<file path="config.mk">
export PLATFORM = sky130hd
export DESIGN_NAME = tcp_top
export DESIGN_NICKNAME = d
export VERILOG_FILES = /design/src/common/tcp_pkg.sv /design/src/hdl/tcp_dpram.sv /design/src/hdl/tcp_top.sv
export VERILOG_INCLUDE_DIRS = /design/src /design/src/common
export SDC_FILE = /design/constraint.sdc
export NUM_CORES = 2
export LEC_CHECK = 0
export ABC_AREA = 1
export BUFFER_PORTS_ARGS = -buffer_cell sky130_fd_sc_hd__buf_2
export CAP_MARGIN = 5
export CORE_UTILIZATION = 50
export CTS_BUF_LIST = sky130_fd_sc_hd__clkbuf_8
export DETAILED_ROUTE_END_ITERATION = 16
export PLACE_DENSITY = 0.73
export SLEW_MARGIN = 0
export SYNTH_ARGS = -nofsm -noshare
export SYNTH_HDL_FRONTEND = slang
export SYNTH_HIERARCHICAL = 1
export SYNTH_SLANG_ARGS = --single-unit
</file>
<file path="constraint.sdc">
create_clock -name sys_clk -period 3.3 [get_ports sys_clk]
set_input_delay 0.495 -clock sys_clk [delete_from_list [all_inputs] [get_ports sys_clk]]
set_output_delay 0.495 -clock sys_clk [all_outputs]
set_load 0.05 [all_outputs]
</file>
<file path="src/common/tcp_params.svh">
`ifndef TCP_PARAMS_SVH
`define TCP_PARAMS_SVH
// peripheral file addresses
`define TCP_SETUP_ADDR 16'h1040
`define TCP_CDSTART_ADDR 16'h1041
`define TCP_CDEND_ADDR 16'h1042
`define TCP_BUFPTR_ADDR 16'h1043
`define TCP_CAPEN_ADDR 16'h104D
`define TCP_GLOBAL_ADDR 16'h104F
// shared ram window
`define TCP_RAM_LO_BASE 16'h0080
`define TCP_RAM_HI_BASE 16'h0180
`define TCP_RAM_MASK 16'hFF80
`define TCP_REG_RST 8'h00
// field positions
`define TCP_PS_MSB 3
`define TCP_FAST_BIT 4
`define TCP_CMDEN_BIT 5
`define TCP_MODEB_BIT 0
`define TCP_START_MSB 3
`define TCP_START_HI 1'b1
`define TCP_END_MSB 4
`define TCP_PTR_MSB 6
`define TCP_PTR_LSB 2
// prescaler
`define TCP_PS_ZERO 4'h0
`define TCP_PS_ZERO_LAST 4'h1
`define TCP_DIV8_LAST 3'h7
// ram word map, highest word first
`define TCP_IMG_WORD 5'h1F
`define TCP_DED_TOP 5'h1E
`define TCP_BUF_TOP_A 5'h1C
`define TCP_BUF_TOP_B 5'h1A
`define TCP_NDED_A 3'h2
`define TCP_NDED_B 3'h4
// command entry fields
`define TCP_OP_MSB 31
`define TCP_OP_LSB 28
`define TCP_OP_CMP 4'h1
`define TCP_OP_HALVE 4'hF
`define TCP_CMP_MSB 15
`define TCP_SEL_MSB 18
`define TCP_SEL_LSB 16
`define TCP_ACT_BIT 19
`define TCP_HALVE_GAP 6'h02
`define TCP_NCAP 6
`endif

</file>
<file path="src/common/tcp_pkg.sv">
package tcp_pkg;
    typedef enum logic [1:0] {
        TCP_SEQ_IDLE = 2'b00,
        TCP_SEQ_FETCH = 2'b01,
        TCP_SEQ_EXEC = 2'b10
    } tcp_seq_e;
    typedef logic [4:0] tcp_word_t;
    typedef logic [31:0] tcp_entry_t;
endpackage

</file>
<file path="src/hdl/tcp_dpram.sv">
`timescale 1ns/1ps
module tcp_dpram (
    // clock
    input wire logic sys_clk,
    // cpu byte port
    input wire logic [6:0] a_addr,
    input wire logic a_we,
    input wire logic [7:0] a_wdata,
    output logic [7:0] a_rdata,
    // coprocessor word port
    input wire tcp_pkg::tcp_word_t b_waddr,
    input wire logic b_we,
    input wire tcp_pkg::tcp_entry_t b_wdata,
    input wire tcp_pkg::tcp_word_t b_raddr,
    output tcp_pkg::tcp_entry_t b_rdata
);
    logic [31:0] b_rd_w;
    logic [31:0] a_word_w;
    logic [1:0] a_sel;
    // lane 0 is the lowest byte address and carries the top byte of a word
    genvar k;
    for (k = 0; k < 4; k++) begin : g_lane
        logic [7:0] mem [0:31]; // 128 bytes in four lanes
        always_ff @(posedge sys_clk) begin
            if (b_we) begin
                mem[b_waddr] <= b_wdata[31-8*k -: 8];
            end
            // a coprocessor update of the same word wins over the cpu byte
            if (a_we && a_addr[1:0] == 2'(k) && !(b_we && b_waddr == a_addr[6:2])) begin
                mem[a_addr[6:2]] <= a_wdata;
            end
        end
        assign b_rd_w[31-8*k -: 8] = mem[b_raddr];
        assign a_word_w[31-8*k -: 8] = mem[a_addr[6:2]];
    end
    assign a_sel = 2'h3 - a_addr[1:0];
    always_ff @(posedge sys_clk) begin
        b_rdata <= b_rd_w;
        a_rdata <= a_word_w[{a_sel, 3'b000} +: 8];
    end
endmodule

</file>
<file path="src/hdl/tcp_top.sv">
`timescale 1ns/1ps
`include "tcp_params.svh"
// Summary of operation
// - mode A: inputs 1-2 dedicated, 3-6 buffered; mode B: 1-4 dedicated; input 6 counts events
// - reset drives all eight timed outputs low
// - system clock feeds 4-bit prescaler, optional divide-by-8, then 20-bit counter
// - divide is prescale plus one, zero gives two; slow mode multiplies by eight
// - prescale and fast-mode bits sit in the setup control register at 1040h
// - command entries are 32 bits, run in order from entry zero beside buffer
// - a halving entry makes entries two after it onward run at half rate
// - halving hits every operation from two entries after it on; only full and half rates exist
// - 128-byte shared ram sits at 0080h or 0180h, reachable by cpu and coprocessor
// - command start is a 4-bit word field, end a 5-bit word field
// - circular buffer spans from below the dedicated slots down to the command start
// - each buffered capture fills the next buffer word, wrapping over the oldest
// - dedicated capture words are written when enabled; cpu may read and write them
// - timer and event images in the top word are rewritten every prescaled tick
// - top word holds 20-bit timer, flags of inputs 3-6 and 8-bit event count
// - two dedicated slots in mode A, four in mode B, buffer below them
// - capture word: timer bits 19-0, pin id 23-20 (one-hot for inputs 3-6, zero for 1-2), event count on top
// - each tick increments the counter and restarts the command sequencer
module tcp_top #(
    parameter bit RAM_AT_HI = 1'b0
) (
    // clock and reset
    input wire logic sys_clk,
    input wire logic rst_n,
    // cpu access
    input wire logic [15:0] cpu_addr,
    input wire logic cpu_wr,
    input wire logic cpu_rd,
    input wire logic [7:0] cpu_wdata,
    output logic [7:0] cpu_rdata,
    output logic cpu_rvalid,
    // capture pins
    input wire logic capture_in_1,
    input wire logic capture_in_2,
    input wire logic capture_in_3,
    input wire logic capture_in_4,
    input wire logic capture_in_5,
    input wire logic capture_in_6_event,
    // timed outputs
    output logic [7:0] timed_outputs
);
    ////////////////////////////////////////////////////////////////////////////////
    logic [7:0] setup_ff, cdstart_ff, cdend_ff, capen_ff, global_ff;
    logic [4:0] bufptr_ff;
    logic [3:0] ps, last_w, pre_cnt_ff;
    logic [2:0] div8_ff, nded;
    logic fast, cmd_en, mode_b, pre_wrap, tick_ff, par_ff;
    logic [19:0] timer_ff;
    logic [7:0] evt_ff, reg_rd_w, reg_hold_ff, rdata_ff, outs_ff;
    logic [3:0] flags_ff;
    tcp_pkg::tcp_word_t start_idx, end_idx, buf_top, buf_bot;
    logic [15:0] ram_base;
    logic ram_sel, rd1_ff, rd1_ram_ff, rvalid_ff;
    logic [5:0] pins_w, rise_w, ded_w, pend_w, serve_w;
    logic [31:0] val_w [0:5];
    logic img_pend_ff, b_we, buf_wr_w;
    tcp_pkg::tcp_word_t b_waddr, cur_ff;
    tcp_pkg::tcp_entry_t b_wdata, entry;
    logic [7:0] a_rdata;
    tcp_pkg::tcp_seq_e seq_ff;
    logic [4:0] n_ff;
    logic [5:0] half_pos_ff;
    logic half_on_ff, skip_w;
    logic [3:0] op_w;

    assign ps = setup_ff[`TCP_PS_MSB:0];
    assign fast = setup_ff[`TCP_FAST_BIT];
    assign cmd_en = setup_ff[`TCP_CMDEN_BIT];
    assign mode_b = global_ff[`TCP_MODEB_BIT];
    assign start_idx = {`TCP_START_HI, cdstart_ff[`TCP_START_MSB:0]};
    assign end_idx = cdend_ff[`TCP_END_MSB:0];
    assign nded = mode_b ? `TCP_NDED_B : `TCP_NDED_A;
    assign buf_top = mode_b ? `TCP_BUF_TOP_B : `TCP_BUF_TOP_A;
    assign buf_bot = start_idx + 5'h01;

    ////////////////////////////////////////////////////////////////////////////////
    // time base
    assign last_w = (ps == `TCP_PS_ZERO) ? `TCP_PS_ZERO_LAST : ps;
    // >= rather than == so a smaller prescale written mid-count cannot stall
    assign pre_wrap = pre_cnt_ff >= last_w;

    always_ff @(posedge sys_clk or negedge rst_n) begin
        if (!rst_n) begin
            pre_cnt_ff <= 4'h0;
            div8_ff <= 3'h0;
            tick_ff <= 1'b0;
        end else begin
            pre_cnt_ff <= pre_wrap ? 4'h0 : pre_cnt_ff + 4'h1;
            if (pre_wrap) begin
                div8_ff <= div8_ff + 3'h1;
            end
            tick_ff <= pre_wrap && (fast || div8_ff == `TCP_DIV8_LAST);
        end
    end

    always_ff @(posedge sys_clk or negedge rst_n) begin
        if (!rst_n) begin
            timer_ff <= 20'h0_0000;
            par_ff <= 1'b0;
        end else if (tick_ff) begin
            timer_ff <= timer_ff + 20'h0_0001;
            par_ff <= !par_ff;
        end
    end

    ////////////////////////////////////////////////////////////////////////////////
    // register access
    assign ram_base = RAM_AT_HI ? `TCP_RAM_HI_BASE : `TCP_RAM_LO_BASE;
    assign ram_sel = (cpu_addr & `TCP_RAM_MASK) == ram_base;

    always_ff @(posedge sys_clk or negedge rst_n) begin
        if (!rst_n) begin
            setup_ff <= `TCP_REG_RST;
            cdstart_ff <= `TCP_REG_RST;
            cdend_ff <= `TCP_REG_RST;
            capen_ff <= `TCP_REG_RST;
            global_ff <= `TCP_REG_RST;
        end else if (cpu_wr) begin
            if (cpu_addr == `TCP_SETUP_ADDR) begin
                setup_ff <= cpu_wdata;
            end else if (cpu_addr == `TCP_CDSTART_ADDR) begin
                cdstart_ff <= cpu_wdata;
            end else if (cpu_addr == `TCP_CDEND_ADDR) begin
                cdend_ff <= cpu_wdata;
            end else if (cpu_addr == `TCP_CAPEN_ADDR) begin
                capen_ff <= cpu_wdata;
            end else if (cpu_addr == `TCP_GLOBAL_ADDR) begin
                global_ff <= cpu_wdata;
            end
        end
    end

    always_comb begin
        if (cpu_addr == `TCP_SETUP_ADDR) begin
            reg_rd_w = setup_ff;
        end else if (cpu_addr == `TCP_CDSTART_ADDR) begin
            reg_rd_w = cdstart_ff;
        end else if (cpu_addr == `TCP_CDEND_ADDR) begin
            reg_rd_w = cdend_ff;
        end else if (cpu_addr == `TCP_BUFPTR_ADDR) begin
            reg_rd_w = {1'b0, bufptr_ff, 2'b00};
        end else if (cpu_addr == `TCP_CAPEN_ADDR) begin
            reg_rd_w = capen_ff;
        end else if (cpu_addr == `TCP_GLOBAL_ADDR) begin
            reg_rd_w = global_ff;
        end else begin
            reg_rd_w = 8'h00;
        end
    end

    // two-stage read so ram and registers answer with the same latency
    always_ff @(posedge sys_clk or negedge rst_n) begin
        if (!rst_n) begin
            rd1_ff <= 1'b0;
            rd1_ram_ff <= 1'b0;
            reg_hold_ff <= 8'h00;
            rdata_ff <= 8'h00;
            rvalid_ff <= 1'b0;
        end else begin
            rd1_ff <= cpu_rd;
            rd1_ram_ff <= ram_sel;
            reg_hold_ff <= reg_rd_w;
            rvalid_ff <= rd1_ff;
            if (rd1_ff) begin
                rdata_ff <= rd1_ram_ff ? a_rdata : reg_hold_ff;
            end
        end
    end
    assign cpu_rdata = rdata_ff;
    assign cpu_rvalid = rvalid_ff;

    ////////////////////////////////////////////////////////////////////////////////
    // capture inputs
    assign pins_w = {capture_in_6_event, capture_in_5, capture_in_4, capture_in_3, capture_in_2, capture_in_1};

    genvar i;
    for (i = 0; i < `TCP_NCAP; i++) begin : g_cap
        localparam logic [3:0] PID = (i >= 2) ? 4'(1 << (i - 2)) : 4'h0;
        logic [2:0] sy_ff;
        logic lvl_ff, pend_ff;
        logic [31:0] val_ff;
        assign rise_w[i] = (sy_ff[1] == sy_ff[2]) && sy_ff[2] && !lvl_ff;
        assign ded_w[i] = 3'(i) < nded;
        assign pend_w[i] = pend_ff;
        assign val_w[i] = val_ff;
        always_ff @(posedge sys_clk or negedge rst_n) begin
            if (!rst_n) begin
                sy_ff <= 3'h0;
                lvl_ff <= 1'b0;
                pend_ff <= 1'b0;
                val_ff <= 32'h0000_0000;
            end else begin
                sy_ff <= {sy_ff[1:0], pins_w[i]};
                if (sy_ff[1] == sy_ff[2]) begin
                    lvl_ff <= sy_ff[2];
                end
                // a new request beats the clear of the one being written
                if (rise_w[i] && capen_ff[i]) begin
                    pend_ff <= 1'b1;
                    val_ff <= {evt_ff, PID, timer_ff};
                end else if (serve_w[i]) begin
                    pend_ff <= 1'b0;
                end
            end
        end
    end

    always_ff @(posedge sys_clk or negedge rst_n) begin
        if (!rst_n) begin
            evt_ff <= 8'h00;
            flags_ff <= 4'h0;
            img_pend_ff <= 1'b0;
        end else begin
            if (rise_w[`TCP_NCAP-1]) begin
                evt_ff <= evt_ff + 8'h01;
            end
            flags_ff <= (img_pend_ff ? 4'h0 : flags_ff) | (rise_w[5:2] & capen_ff[5:2]);
            img_pend_ff <= tick_ff;
        end
    end

    ////////////////////////////////////////////////////////////////////////////////
    // coprocessor write port: image first, then lowest pending capture
    always_comb begin
        serve_w = 6'h00;
        buf_wr_w = 1'b0;
        b_we = img_pend_ff;
        b_waddr = `TCP_IMG_WORD;
        b_wdata = {evt_ff, flags_ff, timer_ff};
        for (int j = 0; j < `TCP_NCAP; j++) begin
            if (!img_pend_ff && !b_we && pend_w[j]) begin
                serve_w[j] = 1'b1;
                b_we = 1'b1;
                b_wdata = val_w[j];
                if (ded_w[j]) begin
                    b_waddr = `TCP_DED_TOP - 5'(j);
                end else begin
                    b_waddr = bufptr_ff;
                    buf_wr_w = 1'b1;
                end
            end
        end
    end

    always_ff @(posedge sys_clk or negedge rst_n) begin
        if (!rst_n) begin
            bufptr_ff <= `TCP_BUF_TOP_A;
        end else if (buf_wr_w) begin
            bufptr_ff <= (bufptr_ff <= buf_bot) ? buf_top : bufptr_ff - 5'h01;
        end else if (cpu_wr && cpu_addr == `TCP_BUFPTR_ADDR) begin
            bufptr_ff <= cpu_wdata[`TCP_PTR_MSB:`TCP_PTR_LSB];
        end
    end

    tcp_dpram u_ram (
        .sys_clk(sys_clk),
        .a_addr(cpu_addr[6:0]),
        .a_we(cpu_wr && ram_sel),
        .a_wdata(cpu_wdata),
        .a_rdata(a_rdata),
        .b_waddr(b_waddr),
        .b_we(b_we),
        .b_wdata(b_wdata),
        .b_raddr(cur_ff),
        .b_rdata(entry)
    );

    ////////////////////////////////////////////////////////////////////////////////
    // command sequencer
    assign op_w = entry[`TCP_OP_MSB:`TCP_OP_LSB];
    assign skip_w = half_on_ff && ({1'b0, n_ff} >= half_pos_ff) && par_ff;

    always_ff @(posedge sys_clk or negedge rst_n) begin
        if (!rst_n) begin
            seq_ff <= tcp_pkg::TCP_SEQ_IDLE;
            cur_ff <= 5'h00;
            n_ff <= 5'h00;
            half_on_ff <= 1'b0;
            half_pos_ff <= 6'h00;
        end else if (tick_ff) begin
            // an overrunning pass is cut short by the next tick
            seq_ff <= cmd_en ? tcp_pkg::TCP_SEQ_FETCH : tcp_pkg::TCP_SEQ_IDLE;
            cur_ff <= start_idx;
            n_ff <= 5'h00;
            half_on_ff <= 1'b0;
        end else begin
            case (seq_ff)
                tcp_pkg::TCP_SEQ_FETCH: begin
                    seq_ff <= skip_w ? tcp_pkg::TCP_SEQ_IDLE : tcp_pkg::TCP_SEQ_EXEC;
                end
                tcp_pkg::TCP_SEQ_EXEC: begin
                    // only the first halving counts: no slower than half rate
                    if (op_w == `TCP_OP_HALVE && !half_on_ff) begin
                        half_on_ff <= 1'b1;
                        half_pos_ff <= {1'b0, n_ff} + `TCP_HALVE_GAP;
                    end
                    if (cur_ff == end_idx || cur_ff == 5'h00) begin
                        seq_ff <= tcp_pkg::TCP_SEQ_IDLE;
                    end else begin
                        cur_ff <= cur_ff - 5'h01;
                        n_ff <= n_ff + 5'h01;
                        seq_ff <= tcp_pkg::TCP_SEQ_FETCH;
                    end
                end
                default: begin
                    seq_ff <= tcp_pkg::TCP_SEQ_IDLE;
                end
            endcase
        end
    end

    always_ff @(posedge sys_clk or negedge rst_n) begin
        if (!rst_n) begin
            outs_ff <= 8'h00;
        end else if (seq_ff == tcp_pkg::TCP_SEQ_EXEC && op_w == `TCP_OP_CMP &&
                     timer_ff[`TCP_CMP_MSB:0] == entry[`TCP_CMP_MSB:0]) begin
            outs_ff[entry[`TCP_SEL_MSB:`TCP_SEL_LSB]] <= entry[`TCP_ACT_BIT];
        end
    end
    assign timed_outputs = outs_ff;

    ////////////////////////////////////////////////////////////////////////////////
    property p_out_reset;
        @(posedge sys_clk) disable iff (!rst_n) $rose(rst_n) |-> (timed_outputs == 8'h00);
    endproperty
    a_out_reset: assert property (p_out_reset) else $error("outputs not low after reset");

    property p_tick_pulse;
        @(posedge sys_clk) disable iff (!rst_n) tick_ff |=> !tick_ff;
    endproperty
    a_tick_pulse: assert property (p_tick_pulse) else $error("tick longer than one cycle");

    property p_div2;
        @(posedge sys_clk) disable iff (!rst_n)
            (tick_ff && setup_ff[4:0] == 5'h10) ##1 (setup_ff[4:0] == 5'h10) |=> tick_ff;
    endproperty
    a_div2: assert property (p_div2) else $error("divide by two broken");

    property p_div16_quiet;
        @(posedge sys_clk) disable iff (!rst_n)
            (tick_ff && setup_ff[4:0] == 5'h00) |=> (!tick_ff)[*8];
    endproperty
    a_div16_quiet: assert property (p_div16_quiet) else $error("slow tick too early");

    property p_timer_inc;
        @(posedge sys_clk) disable iff (!rst_n) tick_ff |=> timer_ff == $past(timer_ff) + 20'h0_0001;
    endproperty
    a_timer_inc: assert property (p_timer_inc) else $error("timer did not step on tick");

    property p_image;
        @(posedge sys_clk) disable iff (!rst_n)
            tick_ff |=> (b_we && b_waddr == `TCP_IMG_WORD && b_wdata[19:0] == $past(timer_ff) + 20'h0_0001 &&
                         b_wdata[31:24] == evt_ff);
    endproperty
    a_image: assert property (p_image) else $error("image word not rewritten");

    property p_restart;
        @(posedge sys_clk) disable iff (!rst_n)
            (tick_ff && cmd_en) |=> (seq_ff == tcp_pkg::TCP_SEQ_FETCH && cur_ff == $past(start_idx) && n_ff == 5'h00);
    endproperty
    a_restart: assert property (p_restart) else $error("sequencer not restarted at entry zero");

    property p_ded_cap;
        @(posedge sys_clk) disable iff (!rst_n)
            (rise_w[0] && capen_ff[0]) |-> ##[1:3] (b_we && b_waddr == `TCP_DED_TOP && !buf_wr_w);
    endproperty
    a_ded_cap: assert property (p_ded_cap) else $error("dedicated capture not stored");

    property p_buf_wrap;
        @(posedge sys_clk) disable iff (!rst_n) (buf_wr_w && bufptr_ff == buf_bot) |=> bufptr_ff == $past(buf_top);
    endproperty
    a_buf_wrap: assert property (p_buf_wrap) else $error("buffer did not wrap");

    property p_mode_slot;
        @(posedge sys_clk) disable iff (!rst_n)
            buf_wr_w |-> (!mode_b || serve_w[3:2] == 2'b00) && serve_w[1:0] == 2'b00;
    endproperty
    a_mode_slot: assert property (p_mode_slot) else $error("dedicated input went to buffer");

    property p_pin_id;
        @(posedge sys_clk) disable iff (!rst_n) (b_we && !img_pend_ff) |-> $onehot0(b_wdata[23:20]);
    endproperty
    a_pin_id: assert property (p_pin_id) else $error("pin id not one-hot");

    property p_half_skip;
        @(posedge sys_clk) disable iff (!rst_n)
            (seq_ff == tcp_pkg::TCP_SEQ_FETCH && skip_w && !tick_ff) |=> seq_ff == tcp_pkg::TCP_SEQ_IDLE;
    endproperty
    a_half_skip: assert property (p_half_skip) else $error("half-rate entry ran on odd tick");

    c_slow_tick: cover property (@(posedge sys_clk) disable iff (!rst_n) tick_ff && !fast);
    c_buf_wrap: cover property (@(posedge sys_clk) disable iff (!rst_n) buf_wr_w && bufptr_ff == buf_bot);
    c_half_skip: cover property (@(posedge sys_clk) disable iff (!rst_n) seq_ff == tcp_pkg::TCP_SEQ_FETCH && skip_w);
    c_ded_cap: cover property (@(posedge sys_clk) disable iff (!rst_n) serve_w[3] && mode_b);
endmodule

</file>
# [Word-level counts from Yosys, hierarchy flattened]
# Memories as Yosys holds them, arrays and structs flattened. A register that Yosys moved wholly into a read port is not among the register bits.
# Cells that the tools add are included.
# Widths: inputs -> output; s select.
[op_classes] shifts=1 muxes=96 bitwise=7 reduce_logical=84 n_lt_le_gt_ge=11 addsub=10 eq_ne=25
[op_table] cell="$mux 32" n=6
[op_table] cell="$mux 5" n=21
[op_table] cell="$eq 16x13->1 const B" n=6
[op_table] cell="$mux 8" n=7
[op_table] cell="$mux 1" n=52
[op_table] cell="$logic_and 1x1->1" n=47
[op_table] cell="$shiftx 32x6->8" n=1
[op_table] cell="$add 20x1->20 const B" n=1
[op_table] cell="$reduce_bool 2->1" n=9
[op_table] cell="$eq 16x16->1" n=1
[op_table] cell="$logic_not 1->1" n=15
[op_table] cell="$mux 4" n=3
[op_table] cell="$add 5x1->5 const B" n=2
[op_table] cell="$eq 5x5->1" n=2
[op_table] cell="$sub 5x1->5 const B" n=2
[op_table] cell="$eq 9x1->1 const B" n=1
[op_table] cell="$add 8x1->8 const B" n=1
[op_table] cell="$bwmux 8" n=1
[op_table] cell="$add 5x2->6 const B" n=1
[op_table] cell="$eq 1x1->1" n=6
[op_table] cell="$eq 2x2->1 const B" n=3
[op_table] cell="$ge 5x6->1" n=1
[op_table] cell="$lt 1x3->1 const A" n=2
[op_table] cell="$lt 2x3->1 const A" n=2
[op_table] cell="29 further kinds" n=41
[word_totals] out_inout_bits=17 ff_bits=343 mem_bits_rw=1024 word_cells=288 n_memories=4 inputBits=34
[memory_table] name="u_ram.g_lane[0].mem" depth=32 word_bits=8 rd=2 rd_ports_with_merged_regs=1 wr=2 line="tcp_dpram.sv:23" source="logic [7:0] mem [0:31];"
[memory_table] name="u_ram.g_lane[1].mem" depth=32 word_bits=8 rd=2 rd_ports_with_merged_regs=1 wr=2 line="tcp_dpram.sv:23"
[memory_table] name="u_ram.g_lane[2].mem" depth=32 word_bits=8 rd=2 rd_ports_with_merged_regs=1 wr=2 line="tcp_dpram.sv:23"
[memory_table] name="u_ram.g_lane[3].mem" depth=32 word_bits=8 rd=2 rd_ports_with_merged_regs=1 wr=2 line="tcp_dpram.sv:23"

# [Depth between registers and ports, before layout]
[depth] word_depth=29 ltp_mapped=22 depth_no_buf=18

# [Cells and area by module]
# The synthesis kept the hierarchy.
[modules_own_cells] module="tcp_dpram" instances=1 seq_area_each_um2=31550.3 cells_each=8706 area_per_inst_um2=66829.1
[modules_own_cells] module="tcp_top" instances=1 seq_area_each_um2=8386.8 cells_each=1948 area_per_inst_um2=16251.8

# [Least setup slack after synthesis]
# No wires, ideal clock.
[synth_path] kind="reg-to-reg" from="reg g_cap[0].pend_ff" to="mem u_ram.g_lane[2].mem[10][0] (enable)" synth_period_minus_slack_ns=2.994 n_path_buf=4 required_time_ns=3.002 arrival_ns=2.696 setup_ns=0.298 slack_ns=0.306 stages_incl_launch_ff=21 path_cell_list="dfrtp_1 -> buf_6 -> nor2_4 -> nand2_2 -> nor2_4 -> nand2_4 -> inv_1 -> o21ai_2 -> inv_1 -> nor2_1 -> nand2_1 -> nand2_1 -> inv_1 -> nor2_1 -> a211oi_2 -> nand3_2 -> buf_8 -> buf_8 -> nand3_4 -> buf_2 -> nand2_1"
[synth_rtl] element="from (decl)" line="tcp_top.sv:183" source="logic lvl_ff, pend_ff;"
[synth_rtl] element="from (signal assigned)" line="tcp_top.sv:193" source="pend_ff <= 1'b0;"
[synth_rtl] element="from (signal assigned)" line="tcp_top.sv:202" source="pend_ff <= 1'b1;"
[synth_rtl] element="from (signal assigned)" line="tcp_top.sv:205" source="pend_ff <= 1'b0;"
[synth_rtl] element="to (decl)" line="tcp_dpram.sv:23"

==> results.json <==
{
  "grt.total_usage": 0.3595,
  "n_fill_cell": 13791,
  "skew_ps": 81.16,
  "internal_power_w": 0.03106,
  "syn_to_final_growth_pct": 16.29,
  "cts.sinks": 1391,
  "layout_setup_ws_ps": 94.05,
  "worst_slew_pin_slew_ps": 1165,
  "numCtsBuffers": 231,
  "finalCritPeriodShare": 0.9715,
  "slew_headroom": 0.2228,
  "root_buffer": "clkbuf_8",
  "drive_gt1_frac": 0.1242,
  "drt-total-wl_microns": 299100,
  "clkTransAtPathRegs_ps": 60,
  "hold_violations": 0,
  "portBuffers": 50,
  "p_switching_w": 0.01659,
  "post_drt_wl_per_cell_microns": 23.61,
  "power_w": 0.04765,
  "hpwlAfterDp_microns": 196200,
  "cp-start-kind": "register",
  "irDropWorstVdd_mv": 0.4527,
  "hold_slack_ps": 33.22,
  "grt.overflow.total": 0,
  "pwr-share-clk": 0.333,
  "post-place-ws_ps": -46.28,
  "io_pins": 51,
  "via_per_inst": 5.981,
  "cts_buffer_depth": 3,
  "final_common_cell": "nand2_1",
  "swShare": 0.3482,
  "rows": 147,
  "drv_cap": 0,
  "initial_core_util": 0.5036,
  "grt_pass1_wl_microns": 438400,
  "synth_area_sq_mm": 0.08077,
  "seqPwrFrac": 0.413,
  "fin_util": 0.5857,
  "p_leak_nw": 38.68,
  "crit_family": "buffers and inverters",
  "grt_pass1_vias": 70657,
  "status": "finished clean",
  "hold_path_class": "in -> async",
  "cp_data_arrival_time_ps": 3940,
  "grt_start_max_net_pins": 116,
  "ant_nets": 0,
  "gp_congestion": 1.011,
  "die_area_sq_mm": 0.1632,
  "ff2ff_path_depth": 19,
  "maxSlewViolCount": 0,
  "fin_nets": 10362,
  "ys_warn_count": 6,
  "antenna_found_initial": 18,
  "fp.dieW_microns": 403.9,
  "max_freq_mhz": 311.9,
  "layout_common_cells": "nand2_1, o21ai_1, edfxtp_1, nor2_1, o21ai_0",
  "drtIter0Drc": 10906,
  "power.density_mw_per_mm2": 507.3,
  "cts_tree": "done",
  "finalSetupViolCount": 0,
  "worstPathRequired_ps": 4030,
  "crit_path_max_fanout": 16,
  "pwr-share-comb": 0.254,
  "crit_buf_inv": 7,
  "dr.pass1.iters": 8,
  "syn-num-nets": 10313,
  "coreArea_sq_mm": 0.1604,
  "endpoint_kind": "register",
  "htree_num_levels": 4,
  "cpPeakStageDelay_ps": 410,
  "min_period_ps": 3206,
  "worstSetupPathType": "reg -> reg",
  "die_h_microns": 403.9,
  "synth_cells": 10246,
  "crit_path_top_delay_cell": "dfrtp_1",
  "crit_path_cell_trace": "nor2_4 > nand2_2 > nor2_4 > nand2_4 > inv_2 > o21ai_4 > nand2_2 > nand2_1 > buf_4 > inv_1 > o22ai_1 > a21oi_1 > nand3_4 > buf_12 > clkbuf_16 > buf_4 > nand3_4 > buf_12 > o21ai_1",
  "clock_latency_ps": 1060,
  "syn_avg_cell_area_sq_um": 7.883,
  "drc": 0,
  "worst-path-stages": 19,
  "tns_ps": 0,
  "vias": 75778
}
-- worst reg2reg max path: stages, from the launching register on --
cell       delay (ps)
dfrtp_1           410
nor2_4            130
nand2_2            90
nor2_4            160
nand2_4            80
inv_2              80
o21ai_4            90
nand2_2           160
nand2_1            90
buf_4             180
inv_1              80
o22ai_1            70
a21oi_1           230
nand3_4           200
buf_12            190
clkbuf_16         170
buf_4             160
nand3_4            90
buf_12            150
o21ai_1            70
-- final timing paths --
kind / start / end / slack [ps]
max: img_pend_ff / u_ram/g_lane[1].mem[29][0] / 90
min: rst_n / setup_ff[2] / 30
max reg2reg: img_pend_ff / u_ram/g_lane[1].mem[29][0] / 90
min reg2reg: g_cap[2].sy_ff[0] / g_cap[2].sy_ff[1] / 350
max in group asynchronous: rst_n / g_cap[5].val_ff[3] / 2430
min in group sys_clk: cpu_addr[13] / global_ff[2] / 90
-- timing repair --
| action | in CTS | in global routing |
|---|---|---|
| endpoints found under the hold margin | 415 | 0 |
| buffers inserted | 0 | 16 |
| pin swaps | 1 | 6 |
| endpoints found under the setup margin | 64 | 1769 |
| gates cloned | 0 | 4 |
| resized for setup | 5 | 40 |
| hold buffers | 20 | 0 |
-- cell type report --
class	count	area, sq um	share of cell area
Antenna cell	17	42.54	0.0004529
Clock inverter	179	1266	0.01348
Sequential cell	1391	39790	0.4236
Tap cell	2160	2703	0.02877
Clock buffer	251	3455	0.03678
Inverter	254	1017	0.01083
Multi-Input combinational cell	7731	36720	0.3909
Timing Repair Buffer	686	8937	0.09515
-- per-layer routing --
metal  vias to the layer above  routed length [microns]  share of wire  global-route usage
li1                      34203                        -              -                   -
met2                      5389                   131100           0.44              0.5421
met3                      1033                    41160           0.14              0.1065
met5                         -                       23       0.000077                   0
met1                     35147                   106200           0.36              0.4510
met4                         6                    20520          0.069              0.2283
-- power by group through the flow --
stage / clock network [W] / logic [W] / registers [W]
floorplan: 0 / 0.00694 / 0.0199
global placement: 0 / 0.0112 / 0.0200
detailed placement: 0 / 0.0115 / 0.0200
CTS: 0.0159 / 0.0116 / 0.0197
global route: 0.0166 / 0.0128 / 0.0197
finish: 0.0159 / 0.0121 / 0.0197
-- through the flow --
stage,std cells,cell area (sq um)
after floorplan,10246,80770
after global placement,12182,88560
after detailed placement,12182,88560
after CTS,12632,93490
after global routing,12663,93910
final,12669,93930
-- registers in the layout, indices dropped and copies added, names as in the netlist, 18 cells and up --
signal            count
g_cap.sy_ff          18
u_ram/g_lane.mem   1024
u_ram/b_rdata        24
timer_ff             20
g_cap.val_ff        172
(Power assumes the default switching activity.)
